File: src/eotw_pkg.sv
// constants and types shared by the engine-off wake timer
package eotw_pkg;
    localparam int EOTW_CLK_HZ = 125000000;
    localparam int EOTW_OSC_HZ = 32768;
    localparam int EOTW_SLOW_HZ = 1;
    // 125 MHz / 32768 Hz, rounded down
    localparam int EOTW_OSC_DIV = EOTW_CLK_HZ / EOTW_OSC_HZ;
    localparam int EOTW_SLOW_DIV = EOTW_OSC_HZ / EOTW_SLOW_HZ;
    localparam int EOTW_UP_W = 24;
    localparam int EOTW_DN_W = 6;
    localparam logic [23:0] EOTW_UP_RESET = 24'h000000;
    localparam logic [23:0] EOTW_UP_MAX = 24'hFFFFFF;
    localparam logic [5:0] EOTW_DN_MAX = 6'h3F;
    localparam logic [5:0] EOTW_DN_MIN = 6'h00;
    localparam logic [1:0] EOTW_OVR_PIN = 2'h0;
    localparam logic [1:0] EOTW_OVR_LOW = 2'h2;
    localparam logic [1:0] EOTW_OVR_HIGH = 2'h3;
    localparam logic [1:0] EOTW_ACT_NONE = 2'h0;
    localparam logic [1:0] EOTW_ACT_DEEP = 2'h1;
    localparam logic [1:0] EOTW_ACT_TONLY = 2'h3;

    typedef enum logic [3:0] {
        EOTW_ST_ACTIVE = 4'h1,
        EOTW_ST_DEEP = 4'h2,
        EOTW_ST_TONLY = 4'h4,
        EOTW_ST_OFF = 4'h8
    } eotw_state_type;
endpackage

File: src/eotw_tick_gen.sv
// tick divider: oscillator-rate and counting-rate enables
`timescale 1ns/1ps
`default_nettype none
module eotw_tick_gen #(
    parameter int OSC_DIV = 3814,
    parameter int SLOW_DIV = 32768
) (
    // clock and reset
    input wire logic clk,
    input wire logic rst_b,
    // control
    input wire logic fast_mode,
    // ticks
    output logic count_tick
);
    logic [15:0] osc_cnt_reg;
    logic [15:0] slow_cnt_reg;
    logic osc_tick;

    assign osc_tick = (osc_cnt_reg == 16'(OSC_DIV - 1));

    // free-running oscillator, never gated
    always_ff @(posedge clk or negedge rst_b) begin
        if (!rst_b) begin
            osc_cnt_reg <= 16'h0000;
        end else if (osc_tick) begin
            osc_cnt_reg <= 16'h0000;
        end else begin
            osc_cnt_reg <= osc_cnt_reg + 16'h0001;
        end
    end

    always_ff @(posedge clk or negedge rst_b) begin
        if (!rst_b) begin
            slow_cnt_reg <= 16'h0000;
        end else if (osc_tick) begin
            if (slow_cnt_reg == 16'(SLOW_DIV - 1)) begin
                slow_cnt_reg <= 16'h0000;
            end else begin
                slow_cnt_reg <= slow_cnt_reg + 16'h0001;
            end
        end
    end

    always_ff @(posedge clk or negedge rst_b) begin
        if (!rst_b) begin
            count_tick <= 1'b0;
        end else begin
            count_tick <= osc_tick &
                (fast_mode | (slow_cnt_reg == 16'(SLOW_DIV - 1)));
        end
    end
endmodule
`default_nettype wire

File: src/eotw_timer.sv
// engine-off wake timer: counters, alarms and power-state requests
// Functional notes
// 24-bit up and 6-bit down counters
// count at 1 Hz or fast 32768 Hz
// host access in all but off state
// clear up-counter, saturate at all-ones
// overflow alarm at all-ones
// wake alarm when count reaches compare value
// pause holds the up-counter
// load down-counter, saturate at zero
// zero alarm when down-counter hits zero
// pause holds the down-counter
// runs while wake inputs low
// alarms drive interrupt; only the wake alarm drives state requests
// alarm flags sticky until host clear
// host writes compare bytes before enable
// wake action selects which state exits
// counting begins when enable written
// deep halt from request pin or override
// timer-only from wake inputs or overrides
// host restores inputs then clears action
// host clears flag, enable, then run
// host writes cross without count loss
`timescale 1ns/1ps
`default_nettype none
module eotw_timer
    import eotw_pkg::*;
#(
    parameter int OSC_DIV = eotw_pkg::EOTW_OSC_DIV,
    parameter int SLOW_DIV = eotw_pkg::EOTW_SLOW_DIV
) (
    // clock and reset
    input wire logic clk,
    input wire logic rst_b,
    // host writes, one-cycle strobes with data
    input wire logic host_off,
    input wire logic up_clear,
    input wire logic dn_load,
    input wire logic [5:0] dn_load_value,
    input wire logic wake_time_byte0_we,
    input wire logic wake_time_byte1_we,
    input wire logic wake_time_byte2_we,
    input wire logic [7:0] wake_byte_data,
    input wire logic [3:0] flag_clear,
    // host control levels
    input wire logic timer_run_enable,
    input wire logic wake_alarm_enable,
    input wire logic fast_mode,
    input wire logic up_pause,
    input wire logic dn_pause,
    input wire logic zero_alarm_enable,
    input wire logic [2:0] alarm_int_enable,
    input wire logic [1:0] wake_action_select,
    input wire logic [1:0] low_power_request_override,
    input wire logic [1:0] wake_input_1_override,
    input wire logic [1:0] wake_input_2_override,
    // pins
    input wire logic low_power_request_n,
    input wire logic wake_input_1,
    input wire logic wake_input_2,
    // status
    output logic [23:0] up_count,
    output logic [5:0] dn_count,
    output logic [23:0] wake_compare,
    output logic overflow_flag,
    output logic wake_alarm_flag,
    output logic zero_flag,
    output logic host_access_ok,
    output logic interrupt_out_n,
    output eotw_pkg::eotw_state_type power_state
);
    import eotw_pkg::*;

    logic count_tick;
    logic [2:0] pin_s1_reg;
    logic [2:0] pin_s2_reg;
    logic lpr_level;
    logic wake_input_1_level;
    logic wake_input_2_level;
    logic running;
    logic wake_hit;
    logic deep_wake;
    logic tonly_wake;
    logic [2:0] clear_taken;
    logic [23:0] up_next;
    logic [5:0] dn_next;
    eotw_state_type state_next;

    function automatic logic ovr_level(input logic [1:0] ovr,
                                       input logic pin);
        ovr_level = (ovr == EOTW_OVR_LOW) ? 1'b0 :
                    (ovr == EOTW_OVR_HIGH) ? 1'b1 : pin;
    endfunction

    eotw_tick_gen #(
        .OSC_DIV(OSC_DIV),
        .SLOW_DIV(SLOW_DIV)
    ) u_tick (
        .clk(clk),
        .rst_b(rst_b),
        .fast_mode(fast_mode),
        .count_tick(count_tick)
    );

    // pin synchronisers
    always_ff @(posedge clk or negedge rst_b) begin
        if (!rst_b) begin
            pin_s1_reg <= 3'h7;
            pin_s2_reg <= 3'h7;
        end else begin
            pin_s1_reg <= {wake_input_2, wake_input_1, low_power_request_n};
            pin_s2_reg <= pin_s1_reg;
        end
    end

    assign lpr_level = ovr_level(low_power_request_override,
                                 pin_s2_reg[0]);
    assign wake_input_1_level = ovr_level(wake_input_1_override,
                                   pin_s2_reg[1]);
    assign wake_input_2_level = ovr_level(wake_input_2_override,
                                   pin_s2_reg[2]);

    // host side is in the same clock, so strobes act directly
    assign clear_taken = flag_clear[2:0] & {3{host_access_ok}};
    // wake levels do not gate the count
    assign running = timer_run_enable;
    // an alarm wake keeps the device out of the state its wake action selects until the host re-arms
    assign deep_wake = (wake_action_select == EOTW_ACT_DEEP) &&
                       wake_alarm_flag;
    assign tonly_wake = (wake_action_select == EOTW_ACT_TONLY) &&
                        wake_alarm_flag;

    always_comb begin
        up_next = up_count;
        if (up_clear && host_access_ok) begin
            up_next = EOTW_UP_RESET;
        end else if (running && count_tick && !up_pause &&
                     up_count != EOTW_UP_MAX) begin
            up_next = up_count + 24'h000001;
        end
    end

    always_comb begin
        dn_next = dn_count;
        if (dn_load && host_access_ok) begin
            dn_next = dn_load_value;
        end else if (running && count_tick && !dn_pause &&
                     dn_count != EOTW_DN_MIN) begin
            dn_next = dn_count - 6'h01;
        end
    end

    // load wins over count in the same cycle, no double count
    always_ff @(posedge clk or negedge rst_b) begin
        if (!rst_b) begin
            up_count <= EOTW_UP_RESET;
            dn_count <= EOTW_DN_MIN;
        end else begin
            up_count <= up_next;
            dn_count <= dn_next;
        end
    end

    always_ff @(posedge clk or negedge rst_b) begin
        if (!rst_b) begin
            wake_compare <= 24'h000000;
        end else if (host_access_ok) begin
            if (wake_time_byte0_we) begin
                wake_compare[7:0] <= wake_byte_data;
            end
            if (wake_time_byte1_we) begin
                wake_compare[15:8] <= wake_byte_data;
            end
            if (wake_time_byte2_we) begin
                wake_compare[23:16] <= wake_byte_data;
            end
        end
    end

    assign wake_hit = running && wake_alarm_enable &&
                      (up_count >= wake_compare);

    // sticky flags, set beats clear
    always_ff @(posedge clk or negedge rst_b) begin
        if (!rst_b) begin
            overflow_flag <= 1'b0;
            wake_alarm_flag <= 1'b0;
            zero_flag <= 1'b0;
        end else begin
            overflow_flag <= (up_count == EOTW_UP_MAX) |
                (overflow_flag & ~clear_taken[0]);
            wake_alarm_flag <= wake_hit |
                (wake_alarm_flag & ~clear_taken[1]);
            zero_flag <= (running && zero_alarm_enable &&
                dn_count == EOTW_DN_MIN) |
                (zero_flag & ~clear_taken[2]);
        end
    end

    always_ff @(posedge clk or negedge rst_b) begin
        if (!rst_b) begin
            interrupt_out_n <= 1'b1;
        end else begin
            interrupt_out_n <= ~|({zero_flag, wake_alarm_flag,
                overflow_flag} & alarm_int_enable);
        end
    end

    always_comb begin
        state_next = power_state;
        unique case (power_state)
            EOTW_ST_ACTIVE: begin
                if (host_off) begin
                    state_next = EOTW_ST_OFF;
                end else if (!lpr_level && !deep_wake) begin
                    state_next = EOTW_ST_DEEP;
                end else if (!wake_input_1_level && !wake_input_2_level &&
                             !tonly_wake) begin
                    state_next = EOTW_ST_TONLY;
                end
            end
            EOTW_ST_DEEP: begin
                if (deep_wake) begin
                    state_next = EOTW_ST_ACTIVE;
                end else if (wake_action_select == EOTW_ACT_NONE &&
                             lpr_level) begin
                    state_next = EOTW_ST_ACTIVE;
                end
            end
            EOTW_ST_TONLY: begin
                if (tonly_wake) begin
                    state_next = EOTW_ST_ACTIVE;
                end else if (wake_action_select == EOTW_ACT_NONE &&
                             (wake_input_1_level || wake_input_2_level)) begin
                    state_next = EOTW_ST_ACTIVE;
                end
            end
            EOTW_ST_OFF: begin
                if (wake_input_1_level || wake_input_2_level) begin
                    state_next = EOTW_ST_ACTIVE;
                end
            end
            default: begin
                state_next = EOTW_ST_ACTIVE;
            end
        endcase
    end

    always_ff @(posedge clk or negedge rst_b) begin
        if (!rst_b) begin
            power_state <= EOTW_ST_ACTIVE;
            host_access_ok <= 1'b1;
        end else begin
            power_state <= state_next;
            host_access_ok <= (state_next != EOTW_ST_OFF);
        end
    end
endmodule
`default_nettype wire

File: config.mk
export PLATFORM = sky130hd
export DESIGN_NAME = eotw_timer
export DESIGN_NICKNAME = d
export VERILOG_FILES = /design/src/eotw_pkg.sv /design/src/eotw_tick_gen.sv /design/src/eotw_timer.sv
export SDC_FILE = /design/constraint.sdc
export NUM_CORES = 1
export LEC_CHECK = 0
export ABC_AREA = 1
export BUFFER_PORTS_ARGS = -buffer_cell sky130_fd_sc_hd__clkbuf_2
export CAP_MARGIN = 20
export CELL_PAD_IN_SITES_DETAIL_PLACEMENT = 1
export CELL_PAD_IN_SITES_GLOBAL_PLACEMENT = 2
export CORE_MARGIN = 2
export CORE_UTILIZATION = 29
export CTS_BUF_LIST = sky130_fd_sc_hd__clkbuf_4 sky130_fd_sc_hd__clkbuf_8 sky130_fd_sc_hd__clkbuf_16
export DETAILED_ROUTE_END_ITERATION = 10
export PLACE_DENSITY_LB_ADDON = 0.1
export SLEW_MARGIN = 15
export SYNTH_ARGS = -nofsm -noshare
export SYNTH_HDL_FRONTEND = slang
export SYNTH_SLANG_ARGS = --single-unit
File: constraint.sdc
create_clock -name clk -period 1.55 [get_ports clk]
set_input_delay 0.31 -clock clk [delete_from_list [all_inputs] [get_ports clk]]
set_output_delay 0.31 -clock clk [all_outputs]
set_load 0.005 [all_outputs]
==> summary.txt <==
Run status
  • Run status: finished, violations left
  • Violations in the final reports: negative setup slack

Logic synthesis
  • Library cell with the largest summed area after synthesis: dfrtp_1
  • Flip-flop cell with the highest count after synthesis: dfrtp_1
  • Syn_area_per_cell: 7.49 µm²
  • Post-synthesis cell count: 800
  • Post-Syn Nets: 875
  • Number of flops mapped to enable cells by yosys: 0
  • Synth warnings: 0
  • Largest cells by area after synthesis: dfrtp_1, nand2_1, inv_1, ha_1, nor2_1
  • Synthesis-stage register bit count: 102
  • Leading cell type by number of instances after synthesis: nand2_1
  • Count of different cell masters after synthesis: 36
  • Combined area of all synthesized cells: 5990 µm²
  • Most instantiated cells after synthesis: nand2_1, inv_1, nor2_1
  • Fraction of synthesized cell area taken by the top area cell type: 38.9%
  • Share of synthesized registers carrying an async set or reset: 100%
  • Part of the Yosys area used for sequential elements: 42.8%

Route
  • Wire length on met2: 11,700 µm
  • Drt total wl: 23,200 µm
  • Highest signal layer in the routed design: met4
  • WL met1: 10,700 µm
  • DRT antenna net count: 0
  • DRC violation count after routing: 0
  • Via count: 6,429
  • Number of detailed-route iterations in the first pass: 4
  • Routed wire length per instance: 17.0 µm
  • DRT iter0 DRCs: 250
  • Via/cell ratio: 4.71
  • Sum of met3 wire segment lengths after detailed routing: 594 µm

Pwr
  • Comb pwr share: 35.5%
  • Power density of the placed cells: 969 nW/µm²
  • Sw Ratio: 35.1%
  • Cell leakage power: 0.00455 µW
  • NetSw: 3230 µW
  • Peak ir drop on the vdd network: 0.487 mV
  • Proportion of power drawn by flip-flops and latches: 36.5%
  • Clock power frac: 28.0%
  • Cell internal pwr: 5970 µW

Worst hold path
  • Hold Startpoint: wake_input_1
  • Type of the tightest min-delay check: primary input to register

Cells and area
  • Area added between synthesis and finish: 58.6%
  • Number of antenna cells inserted: 0
  • Fraction of final layout cells with drive strength greater than 1: 45.2%
  • Layout net count: 1,166
  • Leading registers by flop count: up_count x24, wake_compare x24
  • Summed area of non-filler cells in the final layout: 9500 µm²

Job
  • Total of max-cap violations: 0

Clock network
  • Clock latency at the later pin of the worst-skew pair: 0.37 ns
  • H-tree depth: 3
  • TritonCTS buffer count: 9
  • Clock-pin transition on the worst setup and hold timing paths: 0.08 ns
  • TritonCTS Sinks: 102
  • CTS Buffer Depth: 2
  • Master cell of the clock root buffer: clkbuf_16
  • Clock tree from TritonCTS: yes

Worst setup path
  • Element type at the critical path end: register
  • Kind of critical path: register to register
  • Worst-path maximum fanout: 6
  • Data arrival time of the worst path: 1.96 ns
  • Reg-to-reg critical path startpoint: up_count[0]$_DFFE_PN0P_
  • Critical Path Source Type: register
  • Launch point of the worst path: up_count[0]$_DFFE_PN0P_
  • Required arrival time at the worst endpoint: 1.79 ns

Timing
  • Setup repair after global routing missed its margin: yes
  • # setup viols final: 39
  • Final Critical Period: 1.71 ns
  • Worst relative slew slack: 66.3%
  • Highest attainable clock frequency: 0.584 GHz
  • Final critical-path share of the clock period: 111%
  • Worst Slack Setup Final: -0.163 ns
  • Fin Hold WS: 0.0183 ns
  • Number of hold-slack violations in the final timing report: 0
  • Transition time at the pin with the least slew margin: 0.505 ns
  • Final clock skew: 0.00962 ns
  • Number of slew-limit violations in the final report: 0

Floorplan
  • Die extent in x: 148 µm
  • Vert. Die Dim: 148 µm
  • Floorplan core area: 20,200 µm²
  • Die area: 21,800 µm²
  • Number of placement rows: 52
  • Starting utilization of the core area: 29.6%
  • Number of ports placed on the die boundary: 109

Placement
  • Half-perimeter wire length after detailed placement: 17,000 µm
  • Port Buf Inserts: 107
  • Post-DP Area: 7820 µm²
  • Gpl congestion: 0.817

GRT
  • Maximum number of pins on one net before global-route repair: 67
  • Vias in the first global route: 6,993
  • First-pass GRT wire length: 36,200 µm
  • Global-route congestion overflow total: 0
  • Global Route Usage Sum: 21.2%
  • Initial antenna violation count: 0
## cells in the final DEF, fill, tap and decap left out, types with 29 or more instances in the layout
cell type | netlist | layout
buf_4 | 0 | 147
buf_6 | 1 | 30
clkbuf_2 | 0 | 104
dfrtp_1 | 93 | 68
inv_1 | 107 | 95
nand2_1 | 215 | 188
nand2_2 | 4 | 29
nand3_1 | 52 | 39
nor2_1 | 96 | 65
o21ai_0 | 60 | 34
## critical path: stages (launching register included)
cell and delay (ns):
dfrtp_2 0.44, ha_4 0.17, inv_4 0.03, nor2_4 0.10, nand2_2 0.08, nor2_4 0.15
nand2_2 0.09, nand2_4 0.13, buf_12 0.14, nor2_4 0.03, o21ai_2 0.13, nor2_1 0.08
## what timing repair did
action,in CTS,in global routing
buffers inserted,30,28
pin swaps,31,46
resized for setup,104,140
endpoints found under the setup margin,49,93
hold endpoints to repair,66,0
hold buffers,1,0
gates cloned,1,2
## per-stage QoR
step / setup WS [ns] / total power, µW / setup TNS, ns / utilization (%) / cells
floorplan: 0.00787 / 4610 / 0 / - / 800
global placement: -0.113 / 6080 / -1.90 / 38.6 / 1291
detailed placement: -0.143 / 6220 / -3.24 / 38.6 / 1291
CTS: -0.0853 / 9100 / -0.920 / 43.5 / 1338
global route: -0.248 / 9830 / -7.01 / 47.0 / 1366
finish: -0.163 / 9200 / -2.28 / 47.0 / 1366
## metal layers
metal  global-route usage (%)  vias to the layer above
li1                         -                     3173
met1                     28.0                     3165
met2                     36.9                       70
met3                     3.18                       21
met4                     4.76                        0
met5                        0                        -
## power by group through the flow
stage	Sequential, µW	Clock (µW)	Combinational, µW
2_1_floorplan	3420	0	1190
3_3_place_gp	3390	0	2690
3_5_place_dp	3410	0	2800
4_1_cts	3350	2650	3090
5_1_grt	3410	2750	3670
6_report	3360	2580	3270
## kinds of logic after synthesis
group,count (synthesis),synth area share (%)
mux,1,0.188
compound gates,101,9.32
buf+inv,121,7.88
fa+ha+maj,29,6.06
xor+xnor,20,2.92
flops,102,42.8
simple gates,426,30.8
## area by class of cell
cell class	count	area (µm²)
multi-input cells	578	3680
flip-flops and latches	102	2590
repair buffers	289	2120
clock inverters	7	96.3
repair inverters	1	7.51
clock buffers	9	225
well taps	270	338
inverters	110	442
fillers	2440	10700
## worst paths after layout
kind,to,slack (ns),depth (start not counted)
min reg2reg,pin_s2_reg[2]$_DFF_PN1_,0.36,0
max in group asynchronous,power_state[0]$_DFF_PN1_,0.60,3
min,pin_s1_reg[1]$_DFF_PN1_,0.02,1
min in group asynchronous,up_count[8]$_DFFE_PN0P_,0.49,3
max,up_count[7]$_DFFE_PN0P_,-0.16,11
max reg2reg,up_count[7]$_DFFE_PN0P_,-0.16,11
Note: power is estimated with default switching activity, not from simulation.
